==> src/hw/liu_defines.svh <==
// constants for the line interface control pin decoder
`ifndef LIU_DEFINES_SVH
`define LIU_DEFINES_SVH

// ----------------------------------------------------------------
// control interface select codes
// ----------------------------------------------------------------
`define LIU_MODE_HW          2'h0
`define LIU_MODE_SERIAL      2'h1
`define LIU_MODE_PAR_DS      2'h2
`define LIU_MODE_PAR_RW      2'h3

// ----------------------------------------------------------------
// wishbone register offsets (byte addresses)
// ----------------------------------------------------------------
`define LIU_OFS_STATUS       4'h0
`define LIU_OFS_SWCFG        4'h4
`define LIU_OFS_HOSTDATA     4'h8
`define LIU_OFS_RESETCNT     4'hC

// ----------------------------------------------------------------
// register reset values
// ----------------------------------------------------------------
`define LIU_SWCFG_RST        32'h0000_0000
`define LIU_HOSTDATA_RST     8'h00

// ----------------------------------------------------------------
// timing
// ----------------------------------------------------------------
`define LIU_CLK_MHZ          50
`define LIU_RST_MIN_NS       100
// longer than the minimum: strictly more than 100 ns low
`define LIU_RST_CYC          ((`LIU_RST_MIN_NS * `LIU_CLK_MHZ + 999) / 1000 + 1)

`endif

==> src/hw/liu_pkg.sv <==
// types for the line interface control pin decoder
`default_nettype none

package liu_pkg;

  typedef enum logic [1:0] {
    LIU_PAT_NORMAL,
    LIU_PAT_ALL_ONES,
    LIU_PAT_PRBS,
    LIU_PAT_TX_OFF
  } liu_pattern_t;

  typedef enum logic [1:0] {
    LIU_JA_OFF,
    LIU_JA_RX_BROAD_64,
    LIU_JA_RX_NARROW_128,
    LIU_JA_TX_NARROW_128
  } liu_ja_t;

  // per channel decoded settings
  typedef struct packed {
    logic         rx_powerdown;
    liu_pattern_t tx_pattern;
    logic         term_120_ohm;
    logic         pulse_e1_120;
    logic         term_external;
    logic         monitor_26db;
  } liu_chan_cfg_t;

  // jitter attenuator placement and depth
  typedef struct packed {
    logic    enable;
    logic    in_tx_path;
    logic    narrow_bw;
    logic    fifo_128;
  } liu_ja_cfg_t;

endpackage

`default_nettype wire

==> src/hw/liu_ctrl_pin_decode.sv <==
// control pin decoder: host bus pins or hardware strap settings
// ----------------------------------------------------------------
// How it works
// - mode pins pick hardware, serial or parallel control
// - parallel mode: data pins are bidirectional host bus
// - parallel mode: six address pins, bit five top
// - pulse pin picks template and 75/120 ohm
// - receiver power-down pin: low runs, high off
// - pattern pins: normal, all ones, PRBS, off
// - termination pin: internal when 0, external when 1
// - attenuator pins: off, rx broad, rx narrow, tx
// - attenuator pins act only in hardware mode
// - monitor pin: 0 dB or 26 dB gain
// - reset pin low over 100 ns resets
// ----------------------------------------------------------------
//
// The Wishbone register port and the register addresses were left to the implementer.
`default_nettype none

`include "liu_defines.svh"

module liu_ctrl_pin_decode #(
  parameter int unsigned RST_MIN_CYC = `LIU_RST_CYC
) (
  // clock and reset
  input  wire logic                   clk_i,
  input  wire logic                   rst_i,
  // mode and reset pins
  input  wire logic                   control_if_sel_hi_i,
  input  wire logic                   control_if_sel_lo_i,
  input  wire logic                   hw_reset_n_i,
  // shared address pins, hardware straps in hardware mode
  input  wire logic [5:0]             addr_pins_i,
  // shared data pins
  input  wire logic [7:0]             data_pins_i,
  output logic      [7:0]             data_pins_o,
  output logic                        data_pins_oe_o,
  // host strobes
  input  wire logic                   host_cs_n_i,
  input  wire logic                   host_strb_n_i,
  input  wire logic                   host_rw_wr_n_i,
  // dedicated hardware control pins
  input  wire logic                   pulse_template_select_ch1_i,
  input  wire logic                   pulse_template_select_ch2_i,
  input  wire logic                   termination_select_ch1_i,
  input  wire logic                   termination_select_ch2_i,
  input  wire logic                   jitter_atten_sel_hi_i,
  input  wire logic                   jitter_atten_sel_lo_i,
  input  wire logic                   monitor_gain_ch1_i,
  input  wire logic                   monitor_gain_ch2_i,
  // wishbone slave
  input  wire logic                   cyc_i,
  input  wire logic                   stb_i,
  input  wire logic                   we_i,
  input  wire logic [3:0]             adr_i,
  input  wire logic [3:0]             sel_i,
  input  wire logic [31:0]            dat_i,
  output logic      [31:0]            dat_o,
  output logic                        ack_o,
  // decoded settings
  output logic      [1:0]             mode_o,
  output liu_pkg::liu_chan_cfg_t      ch1_cfg_o,
  output liu_pkg::liu_chan_cfg_t      ch2_cfg_o,
  output liu_pkg::liu_ja_cfg_t        ja_cfg_o,
  output logic                        chip_reset_o,
  // host register access toward the core
  output logic      [5:0]             host_addr_o,
  output logic      [7:0]             host_wdata_o,
  output logic                        host_we_o,
  output logic                        host_re_o
);

  initial begin
    if (RST_MIN_CYC < 1) begin
      $error("liu_ctrl_pin_decode: RST_MIN_CYC must be at least 1");
    end
  end

  // ----------------------------------------------------------------
  // pin synchronisers
  // ----------------------------------------------------------------
  localparam int unsigned NPIN = 28;

  logic [NPIN-1:0] pin_raw;
  logic [NPIN-1:0] sync1_q;
  logic [NPIN-1:0] sync2_q;

  assign pin_raw = {control_if_sel_hi_i, control_if_sel_lo_i, hw_reset_n_i,
                    host_cs_n_i, host_strb_n_i, host_rw_wr_n_i,
                    pulse_template_select_ch1_i, pulse_template_select_ch2_i,
                    termination_select_ch1_i, termination_select_ch2_i,
                    jitter_atten_sel_hi_i, jitter_atten_sel_lo_i,
                    monitor_gain_ch1_i, monitor_gain_ch2_i,
                    addr_pins_i, data_pins_i};

  always_ff @(posedge clk_i) begin
    if (rst_i) begin
      sync1_q <= {{2{1'b0}}, 1'b1, {3{1'b1}}, {22{1'b0}}};
      sync2_q <= {{2{1'b0}}, 1'b1, {3{1'b1}}, {22{1'b0}}};
    end else begin
      sync1_q <= pin_raw;
      sync2_q <= sync1_q;
    end
  end

  logic [1:0] mode_s;
  logic       rst_n_s;
  logic       cs_n_s;
  logic       strb_n_s;
  logic       rw_s;
  logic [1:0] pul_s;
  logic [1:0] term_s;
  logic [1:0] ja_s;
  logic [1:0] mont_s;
  logic [5:0] addr_s;
  logic [7:0] data_s;

  assign mode_s   = sync2_q[27:26];
  assign rst_n_s  = sync2_q[25];
  assign cs_n_s   = sync2_q[24];
  assign strb_n_s = sync2_q[23];
  assign rw_s     = sync2_q[22];
  assign pul_s    = sync2_q[21:20];
  assign term_s   = sync2_q[19:18];
  assign ja_s     = sync2_q[17:16];
  assign mont_s   = sync2_q[15:14];
  assign addr_s   = sync2_q[13:8];
  assign data_s   = sync2_q[7:0];

  // ----------------------------------------------------------------
  // hardware reset pin filter
  // ----------------------------------------------------------------
  logic chip_rst;

  liu_rst_filter #(
    .MIN_CYC (RST_MIN_CYC)
  ) u_rst_filter (
    .clk_i       (clk_i),
    .rst_i       (rst_i),
    .pin_rst_n_i (rst_n_s),
    .reset_o     (chip_rst)
  );

  // ----------------------------------------------------------------
  // mode decode
  // ----------------------------------------------------------------
  logic hw_mode;
  logic par_mode;
  logic ds_style;

  assign hw_mode  = (mode_s == `LIU_MODE_HW);
  assign par_mode = (mode_s == `LIU_MODE_PAR_DS) || (mode_s == `LIU_MODE_PAR_RW);
  assign ds_style = (mode_s == `LIU_MODE_PAR_DS);

  // ----------------------------------------------------------------
  // software configuration register
  // ----------------------------------------------------------------
  // per channel: [0] rx pd, [2:1] pattern, [3] pulse, [4] term, [5] mont
  // channel 2 at [13:8]; attenuator select at [17:16]
  logic [31:0] swcfg_q;
  logic [31:0] swcfg_d;
  logic [7:0]  hostdata_q;
  logic [7:0]  hostdata_d;
  logic        ack_q;
  logic        ack_d;
  logic [31:0] rdat_q;
  logic [31:0] rdat_d;

  logic wb_req;
  assign wb_req = cyc_i && stb_i && !ack_q;

  always_comb begin
    swcfg_d    = swcfg_q;
    hostdata_d = hostdata_q;
    ack_d      = wb_req;
    rdat_d     = 32'h0000_0000;
    if (wb_req && we_i) begin
      unique case (adr_i)
        `LIU_OFS_SWCFG: begin
          for (int b = 0; b < 4; b++) begin
            if (sel_i[b]) begin
              swcfg_d[8*b +: 8] = dat_i[8*b +: 8];
            end
          end
        end
        `LIU_OFS_HOSTDATA: begin
          if (sel_i[0]) begin
            hostdata_d = dat_i[7:0];
          end
        end
        default: begin
        end
      endcase
    end
    if (wb_req && !we_i) begin
      unique case (adr_i)
        `LIU_OFS_STATUS:   rdat_d = {22'h0, chip_rst, hw_mode, mode_s, addr_s};
        `LIU_OFS_SWCFG:    rdat_d = swcfg_q;
        `LIU_OFS_HOSTDATA: rdat_d = {24'h0, hostdata_q};
        default:           rdat_d = 32'h0000_0000;
      endcase
    end
  end

  always_ff @(posedge clk_i) begin
    if (rst_i || chip_rst) begin
      swcfg_q    <= `LIU_SWCFG_RST;
      hostdata_q <= `LIU_HOSTDATA_RST;
    end else begin
      swcfg_q    <= swcfg_d;
      hostdata_q <= hostdata_d;
    end
  end

  always_ff @(posedge clk_i) begin
    if (rst_i) begin
      ack_q  <= 1'b0;
      rdat_q <= 32'h0000_0000;
    end else begin
      ack_q  <= ack_d;
      rdat_q <= rdat_d;
    end
  end

  // ----------------------------------------------------------------
  // per channel setting decode
  // ----------------------------------------------------------------
  liu_pkg::liu_chan_cfg_t cfg_d [2];
  liu_pkg::liu_chan_cfg_t cfg_q [2];
  liu_pkg::liu_ja_cfg_t   ja_d;
  liu_pkg::liu_ja_cfg_t   ja_q;
  logic [1:0]             ja_code;

  // channel 2 pattern sits on address pins 1:0, power-downs on 4 and 2
  logic [1:0] rpd_pins;
  logic [1:0] patt_ch2;
  assign rpd_pins = {addr_s[4], addr_s[2]};
  assign patt_ch2 = {addr_s[1], addr_s[0]};

  generate
    for (genvar c = 0; c < 2; c++) begin : g_chan
      logic [5:0] sw;
      logic [1:0] patt;
      assign sw   = swcfg_q[8*c +: 6];
      // channel 1 pattern has no shared pin, taken from the register
      assign patt = (c == 1) ? patt_ch2 : sw[2:1];

      always_comb begin
        cfg_d[c] = cfg_q[c];
        if (hw_mode) begin
          cfg_d[c].rx_powerdown  = rpd_pins[c];
          cfg_d[c].tx_pattern    = liu_pkg::liu_pattern_t'(patt);
          cfg_d[c].pulse_e1_120  = (c == 0) ? pul_s[1] : pul_s[0];
          cfg_d[c].term_120_ohm  = (c == 0) ? pul_s[1] : pul_s[0];
          cfg_d[c].term_external = (c == 0) ? term_s[1] : term_s[0];
          cfg_d[c].monitor_26db  = (c == 0) ? mont_s[1] : mont_s[0];
        end else begin
          cfg_d[c].rx_powerdown  = sw[0];
          cfg_d[c].tx_pattern    = liu_pkg::liu_pattern_t'(sw[2:1]);
          cfg_d[c].pulse_e1_120  = sw[3];
          cfg_d[c].term_120_ohm  = sw[3];
          cfg_d[c].term_external = sw[4];
          cfg_d[c].monitor_26db  = sw[5];
        end
      end

      always_ff @(posedge clk_i) begin
        if (rst_i || chip_rst) begin
          cfg_q[c] <= '0;
        end else begin
          cfg_q[c] <= cfg_d[c];
        end
      end
    end
  endgenerate

  assign ja_code = hw_mode ? ja_s : swcfg_q[17:16];

  always_comb begin
    ja_d = '0;
    unique case (liu_pkg::liu_ja_t'(ja_code))
      liu_pkg::LIU_JA_OFF:           ja_d = '0;
      liu_pkg::LIU_JA_RX_BROAD_64:   ja_d = '{enable: 1'b1, in_tx_path: 1'b0,
                                              narrow_bw: 1'b0, fifo_128: 1'b0};
      liu_pkg::LIU_JA_RX_NARROW_128: ja_d = '{enable: 1'b1, in_tx_path: 1'b0,
                                              narrow_bw: 1'b1, fifo_128: 1'b1};
      liu_pkg::LIU_JA_TX_NARROW_128: ja_d = '{enable: 1'b1, in_tx_path: 1'b1,
                                              narrow_bw: 1'b1, fifo_128: 1'b1};
    endcase
  end

  always_ff @(posedge clk_i) begin
    if (rst_i || chip_rst) begin
      ja_q <= '0;
    end else begin
      ja_q <= ja_d;
    end
  end

  // ----------------------------------------------------------------
  // parallel host port
  // ----------------------------------------------------------------
  // data-strobe style: strobe low with rw high reads, low writes
  // read/write-strobe style: rd on strobe pin, wr on rw pin
  logic       rd_act;
  logic       wr_act;
  logic       wr_prev_q;
  logic       rd_prev_q;
  logic       drv_d;
  logic       drv_q;
  logic [5:0] haddr_d;
  logic [5:0] haddr_q;
  logic [7:0] hwdat_d;
  logic [7:0] hwdat_q;
  logic       hwe_d;
  logic       hwe_q;
  logic       hre_d;
  logic       hre_q;
  logic [7:0] dout_q;

  always_comb begin
    if (ds_style) begin
      rd_act = par_mode && !cs_n_s && !strb_n_s && rw_s;
      wr_act = par_mode && !cs_n_s && !strb_n_s && !rw_s;
    end else begin
      rd_act = par_mode && !cs_n_s && !strb_n_s;
      wr_act = par_mode && !cs_n_s && !rw_s;
    end
    drv_d   = rd_act;
    haddr_d = par_mode ? addr_s : haddr_q;
    hwdat_d = wr_act ? data_s : hwdat_q;
    hwe_d   = wr_prev_q && !wr_act;
    hre_d   = rd_act && !rd_prev_q;
  end

  always_ff @(posedge clk_i) begin
    if (rst_i || chip_rst) begin
      wr_prev_q <= 1'b0;
      rd_prev_q <= 1'b0;
      drv_q     <= 1'b0;
      haddr_q   <= 6'h00;
      hwdat_q   <= 8'h00;
      hwe_q     <= 1'b0;
      hre_q     <= 1'b0;
      dout_q    <= 8'h00;
    end else begin
      wr_prev_q <= wr_act;
      rd_prev_q <= rd_act;
      drv_q     <= drv_d;
      haddr_q   <= haddr_d;
      hwdat_q   <= hwdat_d;
      hwe_q     <= hwe_d;
      hre_q     <= hre_d;
      dout_q    <= hostdata_q;
    end
  end

  // ----------------------------------------------------------------
  // outputs
  // ----------------------------------------------------------------
  logic [1:0] mode_q;

  always_ff @(posedge clk_i) begin
    if (rst_i) begin
      mode_q <= `LIU_MODE_HW;
    end else begin
      mode_q <= mode_s;
    end
  end

  assign data_pins_o    = dout_q;
  assign data_pins_oe_o = drv_q;
  assign dat_o          = rdat_q;
  assign ack_o          = ack_q;
  assign mode_o         = mode_q;
  assign ch1_cfg_o      = cfg_q[0];
  assign ch2_cfg_o      = cfg_q[1];
  assign ja_cfg_o       = ja_q;
  assign chip_reset_o   = chip_rst;
  assign host_addr_o    = haddr_q;
  assign host_wdata_o   = hwdat_q;
  assign host_we_o      = hwe_q;
  assign host_re_o      = hre_q;

endmodule

`default_nettype wire

==> src/hw/liu_rst_filter.sv <==
// reset pin filter: asserts reset only after a long enough low
`default_nettype none

`include "liu_defines.svh"

module liu_rst_filter #(
  parameter int unsigned MIN_CYC = `LIU_RST_CYC
) (
  // clock and reset
  input  wire logic clk_i,
  input  wire logic rst_i,
  // synchronised pin level, active low
  input  wire logic pin_rst_n_i,
  // filtered reset, active high
  output logic      reset_o
);

  initial begin
    if (MIN_CYC < 1 || MIN_CYC > 255) begin
      $error("liu_rst_filter: MIN_CYC out of range");
    end
  end

  logic [7:0] cnt_q;
  logic [7:0] cnt_d;
  logic       reset_q;
  logic       reset_d;

  always_comb begin
    cnt_d   = cnt_q;
    reset_d = reset_q;
    if (pin_rst_n_i) begin
      cnt_d   = 8'h00;
      reset_d = 1'b0;
    end else if (cnt_q >= 8'(MIN_CYC - 1)) begin
      reset_d = 1'b1;
    end else begin
      cnt_d = cnt_q + 8'h01;
    end
  end

  always_ff @(posedge clk_i) begin
    if (rst_i) begin
      cnt_q   <= 8'h00;
      reset_q <= 1'b0;
    end else begin
      cnt_q   <= cnt_d;
      reset_q <= reset_d;
    end
  end

  assign reset_o = reset_q;

endmodule

`default_nettype wire

==> config.mk <==
export PLATFORM = sky130hd
export DESIGN_NAME = liu_ctrl_pin_decode
export DESIGN_NICKNAME = d
export VERILOG_FILES = /design/src/hw/liu_pkg.sv /design/src/hw/liu_ctrl_pin_decode.sv /design/src/hw/liu_rst_filter.sv
export VERILOG_INCLUDE_DIRS = /design/src /design/src/hw
export SDC_FILE = /design/constraint.sdc
export NUM_CORES = 1
export LEC_CHECK = 0
export CORE_MARGIN = 3
export CORE_UTILIZATION = 44
export DETAILED_ROUTE_END_ITERATION = 10
export DONT_BUFFER_PORTS = 1
export HOLD_SLACK_MARGIN = 0.03
export PLACE_DENSITY = 0.58
export SYNTH_ARGS = -nofsm -noshare
export SYNTH_HDL_FRONTEND = slang
export SYNTH_SLANG_ARGS = --single-unit
export TNS_END_PERCENT = 30
==> constraint.sdc <==
create_clock -name clk_i -period 3.9 [get_ports clk_i]
set_input_delay 0.78 -clock clk_i [delete_from_list [all_inputs] [get_ports clk_i]]
set_output_delay 0.78 -clock clk_i [all_outputs]
set_load 0.01 [all_outputs]
==> results of run 1 <==
==> routing by layer <==
metal	wire [um]	share of wire, %	GRT usage (%)
met1	5548	43	21.05
met2	6126	47	26.90
met3	1151	8.8	6.312
met4	218	1.7	7.128
met5	0	0	0
==> logic make-up (layout without fill, tap and decap cells) <==
group,Yosys count,count (layout)
adders and majority gates,3,3
DFF,181,181
AOI/OAI and AO/OA,90,90
buffers and inverters,64,55
and+or+nand+nor,219,219
muxes,33,33
==> report_power, final <==
group          switching, mW  internal, mW
logic                 0.0539        0.0338
registers             0.0211          1.88
clock network          0.711          1.05
==> critical path: cells and delay by family <==
kind,cells,cell delay [ns]
buffers and inverters,1,0.23
and+or+nand+nor,3,1.59
==> stage by stage <==
step | utilization [%] | cell area, um^2 | power, mW | setup WS, ns | std cells
after floorplan | - | 6092 | 2.025 | 1.905 | 590
after global placement | 46.02 | 6167 | 2.032 | 1.234 | 726
after detailed placement | 46.02 | 6167 | 2.034 | 1.212 | 726
after CTS | 50.64 | 6787 | 3.792 | 1.658 | 757
after global routing | 50.64 | 6787 | 3.882 | 1.457 | 757
final | 50.64 | 6787 | 3.752 | 1.648 | 757
==> registers in the layout (all words and copies together) (netlist names), 12 cells and up <==
| signal | flops |
|---|---|
| cfg_q | 12 |
| dat_o | 32 |
| swcfg_q | 32 |
| sync1_q | 28 |
| sync2_q | 28 |
==> synthesized netlist by cell type, drive strengths merged <==
| cell | number |
|---|---|
| dfxtp | 181 |
| nor2b | 54 |
| nand2 | 50 |
| a21oi | 45 |
| and2 | 34 |
| mux2i | 33 |
| clkbuf | 32 |
| nand4 | 32 |
| o31ai | 32 |
| inv | 18 |
| buf | 13 |
| nor2 | 12 |
| or2 | 10 |
| o2bb2ai | 8 |
| nand3 | 5 |
| nor3 | 5 |
| ha | 3 |
| nand2b | 3 |
| nor4 | 3 |
| a21boi | 2 |
| nor3b | 2 |
| or4 | 2 |
| a211oi | 1 |
| and3 | 1 |
| and4 | 1 |
| and4b | 1 |
| clkinv | 1 |
| nand4b | 1 |
| nand4bb | 1 |
| nor4b | 1 |
| o21a | 1 |
| o41ai | 1 |
| or4b | 1 |
==> cell type report <==
cell class	count	area, um^2	share of cell area [%]
Sequential cell	181	3623	53.39
Tap cell	176	220.2	3.245
Timing Repair Buffer	5	37.54	0.5531
Multi-Input combinational cell	345	2215	32.63
Inverter	19	71.32	1.051
Clock inverter	12	166.4	2.452
Clock buffer	19	452.9	6.674
==> worst paths after layout <==
kind | to | depth (start not counted)
worst max-delay path | dat_o[28]$_SDFF_PP0_ | 4
worst min-delay path | sync2_q[23]$_SDFF_PP1_ | 1
worst max register to register | swcfg_q[18]$_SDFFE_PP0P_ | 3
worst min register to register | sync2_q[23]$_SDFF_PP1_ | 1
==> Implementation_results.wiki, run 1 <==
{| class="wikitable"
! Metric !! Value
|-
| Outcome || complete, no violations
|-
| Peak supply drop || 0.0003182 V
|-
| Slowest cell delay on critical path || 0.85 ns
|-
| Yosys cell types || 38
|-
| Via count of the first global-routing pass || 3729
|-
| Portion of the clock cycle consumed by the worst path in the final layout || 57.76%
|-
| Commonest cells after routing, fill and taps aside || dfxtp_1 (181), nor2b_1 (54), nand2_1 (50)
|-
| Setup repair bufs after CTS || 0
|-
| Setup total negative slack || 0 ns
|-
| Detailed Routing Iterations Pass 1 || 4
|-
| Critical path class || in -> reg
|-
| Avg Cell Area, Syn || 10.33 um^2
|-
| Synthesized-area fraction occupied by adder cells || 0.6161%
|-
| CTS resizes || 0
|-
| Portion of the post-synthesis area used by sequential elements || 59.48%
|-
| Count of hold buffers inserted by post-cts repair || 0
|-
| TritonCTS clock tree || built
|-
| RR Startpoint || ack_o$_SDFF_PP0_
|-
| Area Overhead vs Synth || 11.40%
|-
| Placeable core region || 13400 um^2
|-
| Routed Wire Length || 13.05 mm
|-
| Clock edge transition at the registers on the reported setup and hold paths || 0.06 ns
|-
| Xor and xnor area share after synthesis || 0%
|-
| Site Rows || 42
|-
| Violation count after the first detailed-route iteration || 216
|-
| Cell chosen for the clock root || clkbuf_16
|-
| Initial core utilization || 45.46%
|-
| Port-buffer cells || 0
|-
| Crit path max fanout || 25
|-
| Ys Warns || 0
|-
| Actual transition at the worst max-transition pin || 1.051 ns
|-
| Number of remaining DRC errors || 0
|-
| I/O Pins || 152
|-
| Worst hold slack || 0.4109 ns
|-
| RSZ-0062 raised after global routing || false
|-
| Register-to-Register Setup Slack || 1.74 ns
|-
| Die Footprint || 15290 um^2
|-
| Antenna violations before repair || 0
|-
| Largest net degree at the start of global routing || 63
|-
| Routed via count divided by cell count || 5.277
|-
| Die width || 123.7 um
|-
| Kind of capture point of the worst setup path || register
|-
| Leakage power of the design || 2.592 nW
|-
| Peak Freq || 444.0 MHz
|-
| Portion of netlist area occupied by mux cells || 5.422%
|-
| Slowest CP cell || nor3_2
|-
| Routability congestion estimate || 0.7604
|-
| Cell Area, Synth || 6092 um^2
|-
| Ranking of synthesized cells by area || dfxtp_1 (59%), nor2b_1 (5.5%), mux2i_1 (5.4%), o31ai_1 (3.9%), a21oi_1 (3.7%)
|-
| Fill cells || 1241
|-
| Gate count of the mapped netlist || 590
|-
| Launching element of the worst setup path || adr_i[1]
|-
| Post-Syn Nets || 666
|-
| Depth of the CTS H-tree || 4
|-
| Number of diodes added for antenna fixing || 0
|-
| First-pass GRT wire length || 19.66 mm
|-
| Leftover overflow at the end of global routing || 0
|-
| Data arrival time of the worst path || 2.61 ns
|-
| Final number of setup-violating endpoints || 0
|-
| Top cell type by total area after synthesis || dfxtp_1
|-
| Die extent in y || 123.7 um
|-
| TritonCTS sink count || 181
|-
| Seq cells post-synth || 181
|-
| Kind of path behind the tightest hold check || reg -> reg
|-
| Power density of the placed cells || 552.9 nW/um^2
|-
| Crit-path cells || or4b_1 > buf_4 > nor3_2 > and2_1
|-
| Nets@finish || 645
|-
| Leading cell type in the layout, fill and taps excluded || dfxtp_1
|-
| Final critical-path required period || 2.252 ns
|-
| Main combinational cell family by area after synthesis || simple AND/OR/NAND/NOR gates
|-
| Critical Path Source Type || input port
|-
| Worst Skew || 0.007940 ns
|-
| Basic-gate share of the synthesized area counting and, or, nand and nor cells || 20.74%
|-
| Complex-gate fraction of the synthesized area || 9.427%
|-
| Required time of the critical path || 4.26 ns
|-
| Count of maximum capacitance violations || 0
|-
| Startpoint of the lowest-slack hold path || sync1_q[23]$_SDFF_PP1_
|-
| Number of pins with negative max-slew slack in the final report || 0
|-
| Overall via count from detail_route || 3995
|-
| Number of CTS-inserted buffers || 17
|-
| Buffers from clock root to sink, at most || 2
|-
| Source-to-sink clock delay at the later pin of the worst-skew pair || 0.43 ns
|-
| Area fraction of the dominant cell type after synthesis || 59.48%
|-
| DRT antenna net count || 0
|-
| Number of failing hold endpoints at the final stage || 0
|-
| Worst slew margin relative to its limit || 29.91%
|-
| Half-perimeter wire length after placement || 9.033 mm
|-
| Layout cell share with drive strength beyond 1 || 8.778%
|-
| Overall track demand over capacity in global routing || 17.07%
|-
| WL per Instance || 17.23 um
|}
Note: power is estimated with default switching activity, not from simulation.
==> run 2: changes to the inputs <==
- ABC_AREA: unset -> 1
- PLACE_DENSITY: 0.58 -> 0.6
- clock period: 3.9 -> 2.07 ns (I/O delays scaled with it)
==> run 2 against run 1 <==
  * Sequential power grew 89%
  * Largest power group unchanged
  * Critical path depth grew 2
  * Total power grew 90%
  * Critical path type is now reg -> reg
==> Implementation_results.wiki, run 2 <==
{| class="wikitable"
! Metric !! Value
|-
| Kind of capture point of the worst setup path || register
|-
| Leakage power of the design || 3.013 nW
|-
| Part of the power in registers || 50.5%
|-
| Count of maximum capacitance violations || 0
|-
| DRT antenna net count || 0
|-
| Setup total negative slack || 0 ns
|-
| Data arrival time of the worst path || 1.90 ns
|-
| Worst slew margin relative to its limit || 61.57%
|-
| Post-Layout Cell Count || 973
|-
| Cell Area, Synth || 6289 um^2
|-
| CTS resizes || 0
|-
| Cell with the most instances after synthesis || nor2_1
|-
| Number of pins with negative max-slew slack in the final report || 0
|-
| Share of power burned in combinational logic || 3.0%
|-
| Overall via count from detail_route || 4540
|-
| Top cell type by total area after synthesis || dfxtp_1
|-
| Nets@finish || 856
|-
| Fraction of power spent switching nets || 22.86%
|-
| Kind of path behind the tightest hold check || in -> reg
|-
| Die width || 125.6 um
|-
| Outcome || complete, no violations
|-
| Power density of the placed cells || 1008 nW/um^2
|-
| Number of diodes added for antenna fixing || 0
|-
| Post-Syn Nets || 859
|-
| Peak supply drop || 0.0005777 V
|-
| Area Overhead vs Synth || 12.49%
|-
| Clock network fraction of design power || 46.5%
|-
| Die extent in y || 125.6 um
|-
| Yosys cell types || 27
|-
| Routability congestion estimate || 0.8054
|-
| Number of CTS-inserted buffers || 17
|-
| Number of failing hold endpoints at the final stage || 0
|-
| Routed Wire Length || 13.42 mm
|-
| Site Rows || 43
|-
| Crit-path cells || inv_1 > ha_1 > o21ai_0 > nand2_1 > o21ai_0 > inv_1
|-
| Port-buffer cells || 0
|-
| Count of flip-flops with a built-in enable after synthesis || 0
|-
| Ys Warns || 0
|-
| Routed via count divided by cell count || 4.666
|-
| Leftover overflow at the end of global routing || 0
|-
| Antenna violations before repair || 0
|-
| Overall track demand over capacity in global routing || 17.31%
|-
| I/O Pins || 152
|-
| Switching power || 1.629 mW
|-
| Violation count after the first detailed-route iteration || 349
|-
| Final number of setup-violating endpoints || 0
|-
| Source-to-sink clock delay at the later pin of the worst-skew pair || 0.43 ns
|-
| Cell chosen for the clock root || clkbuf_16
|-
| Leading cell type in the layout, fill and taps excluded || nor2_1
|-
| TritonCTS clock tree || built
|-
| Worst hold slack || 0.05763 ns
|-
| Area fraction of the dominant cell type after synthesis || 57.62%
|-
| Worst Skew || 0.008940 ns
|-
| Slowest cell delay on critical path || 0.42 ns
|-
| Actual transition at the worst max-transition pin || 0.5758 ns
|-
| Portion of the post-synthesis area used by sequential elements || 57.62%
|-
| Number of remaining DRC errors || 0
|-
| Clock edge transition at the registers on the reported setup and hold paths || 0.07 ns
|-
| Critical path class || reg -> reg
|-
| Ranking of synthesized cells by area || dfxtp_1 (58%), nor2_1 (12%), nand2_1 (6.8%), inv_1 (6.1%), nand3_1 (2.3%)
|-
| Pint || 5.499 mW
|-
| Crit path max fanout || 5
|-
| Initial core utilization || 45.13%
|-
| Largest net degree at the start of global routing || 62
|-
| Avg Cell Area, Syn || 8.031 um^2
|-
| TritonCTS sink count || 181
|-
| Half-perimeter wire length after placement || 9.570 mm
|-
| Buffers from clock root to sink, at most || 2
|-
| Via count of the first global-routing pass || 4364
|-
| RSZ-0062 raised after global routing || false
|-
| Gate count of the mapped netlist || 783
|-
| Most used flip-flop cell after synthesis || dfxtp_1
|-
| Portion of the clock cycle consumed by the worst path in the final layout || 76.25%
|-
| Peak Freq || 633.6 MHz
|-
| Final Worst Setup Slack || 0.4917 ns
|-
| Layout cell share with drive strength beyond 1 || 10.21%
|-
| Fill cells || 1325
|-
| Depth of the CTS H-tree || 4
|-
| Die Footprint || 15760 um^2
|-
| Share of synthesized flip-flops with an asynchronous set or reset || 0%
|-
| DP Worst Slack || 0.4853 ns
|-
| WL per Instance || 13.80 um
|-
| Required time of the critical path || 2.39 ns
|-
| Commonest cells after routing, fill and taps aside || nor2_1 (194), dfxtp_1 (181), nand2_1 (114)
|-
| Detailed Routing Iterations Pass 1 || 4
|-
| Number of instances in the placed design || 938
|-
| Slowest CP cell || o21ai_0
|-
| Final critical-path required period || 1.578 ns
|-
| Critical Path Source Type || register
|-
| Most frequent cells after synthesis || nor2_1 (194), dfxtp_1 (181), nand2_1 (114), inv_1 (102), nand3_1 (29)
|-
| Seq cells post-synth || 181
|-
| Placeable core region || 13930 um^2
|-
| First-pass GRT wire length || 21.60 mm
|}
## run 2: cell types whose count changed in the layout (fill, tap and decap cells not counted), moves of 16 or more
cell	change
o21ai_0	+24
nand3_1	+25
nor2_1	+182
nor2b_1	-54
and2_1	-34
mux2i_1	-33
a21oi_1	-28
inv_1	+84
nand2_1	+64
o21bai_1	+16
o31ai_1	-32
## run 2: worst paths after layout
| path | slack [ns] | cells after the start | start | to |
|---|---|---|---|---|
| setup / recovery | 0.49 | 6 | u_rst_filter.cnt_q[1]$_SDFFE_PP0N_ | u_rst_filter.reset_o$_SDFFE_PP0P_ |
| hold / removal | 0.06 | 1 | rst_i | sync1_q[21]$_SDFF_PP0_ |
| setup reg to reg | 0.49 | 6 | u_rst_filter.cnt_q[1]$_SDFFE_PP0N_ | u_rst_filter.reset_o$_SDFFE_PP0P_ |
| hold reg to reg | 0.40 | 2 | sync1_q[0]$_SDFF_PP0_ | sync2_q[0]$_SDFF_PP0_ |
## run 2: what timing repair did
action,in CTS,in global routing
hold buffers,2,1
endpoints found under the hold margin,1,1
setup buffers,0,0
endpoints found under the setup margin,0,0
## run 2: per-stage QoR
step | instance area [um^2] | util, % | total power, mW
after floorplan | 6289 | - | 3.851
after global placement | 6422 | 46.09 | 3.883
after detailed placement | 6422 | 46.09 | 3.890
after CTS | 7064 | 50.70 | 7.205
after global routing | 7074 | 50.77 | 7.385
final | 7074 | 50.77 | 7.128
## run 2: area by class of cell
class	count	area [um^2]	area share [%]
Clock buffer	18	439.2	6.208
Clock inverter	14	182.7	2.582
Inverter	110	412.9	5.837
Multi-Input combinational cell	458	2081	29.41
Sequential cell	181	3623	51.22
Tap cell	180	225.2	3.184
Timing Repair Buffer	12	110.1	1.556
## run 2: power groups by stage
stage	Combinational (mW)	Sequential [mW]	Clock, mW
after detailed placement	0.208	3.68	0
after global routing	0.247	3.61	3.53
after CTS	0.213	3.60	3.39
final	0.211	3.60	3.32
after floorplan	0.188	3.66	0
after global placement	0.203	3.68	0
## run 2: worst max-delay path: cells and delay by family, from the launching register on
family	cells	cell delay, ns
AOI/OAI and AO/OA	2	0.61
adders and majority gates	1	0.17
buffers and inverters	2	0.14
DFF	1	0.36
and+or+nand+nor	1	0.20
## run 2: kinds of logic after synthesis
kind of cell    share of synthesized area [%]
buf+inv                                 9.371
xor+xnor                               0.1393
simple gates                            26.20
fa+ha+maj                              0.5970
flops                                   57.62
compound gates                          6.069
## run 2: per-layer routing
metal / share of wire [%] / track usage [%] / vias up
li1: - / - / 2371
met1: 44 / 21.34 / 2032
met2: 48 / 28.01 / 126
met3: 6.7 / 5.980 / 11
met4: 1.0 / 6.569 / 0
met5: 0 / 0 / -
==> run 3: changes to the inputs <==
- PLACE_DENSITY: 0.6 -> 0.58
- clock period: 2.07 -> 1.5 ns (I/O delays scaled with it)
==> run 3 against run 2 <==
  * Non-clock buffer count rose by 57
  * Critical path depth did not move
  * Largest power group unchanged
  * Critical endpoint is now host_wdata_o[6]$_SDFFE_PP0P_
  * First-iteration DRC count down 40%
  * Worst setup slack got worse by 0.34 ns
  * Total power increased by 34%
  * Global-route usage grew 0.86 points
  * Sequential cell count unchanged
  * Cell count increased by 5.9%
  * Worst hold slack worse by 0.012 ns
  * Largest cell class unchanged
  * Clock power grew 24%
  * Via count increased by 7.4%
==> Implementation_results.wiki, run 3 (synthesis gave the netlist of run 2 again) <==
{| class="wikitable"
! Metric !! Value
|-
| Cell chosen for the clock root || clkbuf_16
|-
| Final critical-path required period || 1.346 ns
|-
| Kind of path behind the tightest hold check || in -> reg
|-
| Number of remaining DRC errors || 0
|-
| Data arrival time of the worst path || 1.70 ns
|-
| Depth of the CTS H-tree || 4
|-
| Crit-path cells || inv_2 > nor2_1 > nand3_2 > inv_2 > nor2_1 > nor2_1
|-
| Peak supply drop || 0.0007409 V
|-
| Via count of the first global-routing pass || 4567
|-
| Total buffers and inverters traversed by the critical path || 2
|-
| Top cell family by delay on the critical path || simple AND/OR/NAND/NOR gates
|-
| Critical path class || reg -> reg
|-
| Register-to-Register Setup Slack || 0.15 ns
|-
| Number of diodes added for antenna fixing || 0
|-
| Actual transition at the worst max-transition pin || 0.3924 ns
|-
| Leading cell type in the layout, fill and taps excluded || nor2_1
|-
| Routability congestion estimate || 0.7715
|-
| Port-buffer cells || 0
|-
| Violation count after the first detailed-route iteration || 210
|-
| Detailed Routing Iterations Pass 1 || 4
|-
| Util after Layout || 54.53%
|-
| I/O Pins || 152
|-
| DRT antenna net count || 0
|-
| Leftover overflow at the end of global routing || 0
|-
| Layout cell share with drive strength beyond 1 || 10.59%
|-
| Leakage power of the design || 3.223 nW
|-
| Peak Freq || 742.8 MHz
|-
| TritonCTS sink count || 181
|-
| Commonest cells after routing, fill and taps aside || nor2_1 (194), dfxtp_1 (181), nand2_1 (114)
|-
| Post-Route M1 WL || 6.202 mm
|-
| Buffers from clock root to sink, at most || 2
|-
| Kind of capture point of the worst setup path || register
|-
| Post-Layout Cell Count || 1030
|-
| Initial core utilization || 45.13%
|-
| Number of CTS-inserted buffers || 17
|-
| Count of maximum capacitance violations || 0
|-
| Outcome || complete, no violations
|-
| Setup total negative slack || 0 ns
|-
| Number of instances in the placed design || 946
|-
| Uppermost metal layer occupied by signal nets || met4
|-
| Crit path max fanout || 10
|-
| Most frequent CP cell || nor2_1
|-
| Source-to-sink clock delay at the later pin of the worst-skew pair || 0.42 ns
|-
| Die extent in y || 125.6 um
|-
| Slowest CP cell || dfxtp_1
|-
| Final number of setup-violating endpoints || 0
|-
| Number of failing hold endpoints at the final stage || 0
|-
| Slowest cell delay on critical path || 0.42 ns
|-
| Number of pins with negative max-slew slack in the final report || 0
|-
| Site Rows || 43
|-
| Routed met2 length || 6.858 mm
|-
| Worst Skew || 0.007427 ns
|-
| Worst slew margin relative to its limit || 73.81%
|-
| TritonCTS clock tree || built
|-
| Overall track demand over capacity in global routing || 18.17%
|-
| Die Footprint || 15760 um^2
|-
| Required time of the critical path || 1.86 ns
|-
| Antenna violations before repair || 0
|-
| Routed via count divided by cell count || 4.735
|-
| Met3 routed WL || 844 um
|-
| Critical Path Source Type || register
|-
| Placeable core region || 13930 um^2
|-
| RSZ-0062 raised after global routing || true
|-
| Die width || 125.6 um
|-
| First-pass GRT wire length || 22.86 mm
|-
| Half-perimeter wire length after placement || 9.817 mm
|-
| Area Overhead vs Synth || 20.83%
|-
| Worst hold slack || 0.04561 ns
|-
| Overall via count from detail_route || 4877
|-
| Nets@finish || 914
|-
| Portion of the clock cycle consumed by the worst path in the final layout || 89.75%
|-
| Clock edge transition at the registers on the reported setup and hold paths || 0.06 ns
|-
| Routed Wire Length || 14.17 mm
|-
| Largest net degree at the start of global routing || 60
|-
| Power density of the placed cells || 1254 nW/um^2
|-
| WL per Instance || 13.76 um
|}
-- run 3: cell count changes in the layout (fill, tap and decap cells not counted), sizes merged --
cell,delta
buf,+9
dlygate4sd3,+48
clkbuf,+1
bufinv,-1
clkinvlp,+6
inv,-6
-- run 3: final timing paths --
| kind | start | to | cells past startpoint |
|---|---|---|---|
| setup / recovery | sync2_q[27]$_SDFF_PP0_ | host_wdata_o[6]$_SDFFE_PP0P_ | 6 |
| hold / removal | dat_i[17] | swcfg_q[17]$_SDFFE_PP0P_ | 2 |
| setup reg to reg | sync2_q[27]$_SDFF_PP0_ | host_wdata_o[6]$_SDFFE_PP0P_ | 6 |
| hold reg to reg | sync1_q[13]$_SDFF_PP0_ | sync2_q[13]$_SDFF_PP0_ | 2 |
-- run 3: metal layers --
metal | vias up | global-route usage (%)
li1 | 2480 | -
met1 | 2241 | 21.26
met2 | 136 | 31.53
met3 | 20 | 5.382
met4 | 0 | 6.633
met5 | - | 0
-- run 3: cell type report --
class / instances / area (um^2)
Tap cell: 180 / 225.2
Clock buffer: 19 / 442.9
Fill cell: 1265 / 6336
Timing Repair inverter: 1 / 7.507
Inverter: 110 / 416.7
Clock inverter: 12 / 106.4
Timing Repair Buffer: 69 / 690.7
Multi-Input combinational cell: 458 / 2086
Sequential cell: 181 / 3623
-- run 3: report_power, final --
group	switching, mW	internal, mW
logic	0.247	0.197
clock network	1.79	2.32
registers	0.0618	4.91
-- run 3: timing repair --
action,in CTS,in global routing
buffers inserted,0,0
gates resized for setup,0,4
endpoints found under the setup margin,0,6
hold buffers,52,0
hold endpoints to repair,82,0
-- run 3: per-stage QoR --
| stage | instance area [um^2] | power (mW) | setup WS [ns] |
|---|---|---|---|
| after global routing | 7599 | 9.878 | -0.01211 |
| after global placement | 6495 | 5.371 | 0.1892 |
| after floorplan | 6289 | 5.314 | 0.1370 |
| after CTS | 7582 | 9.631 | 0.1108 |
| after detailed placement | 6495 | 5.380 | 0.1280 |
| final | 7599 | 9.526 | 0.1538 |
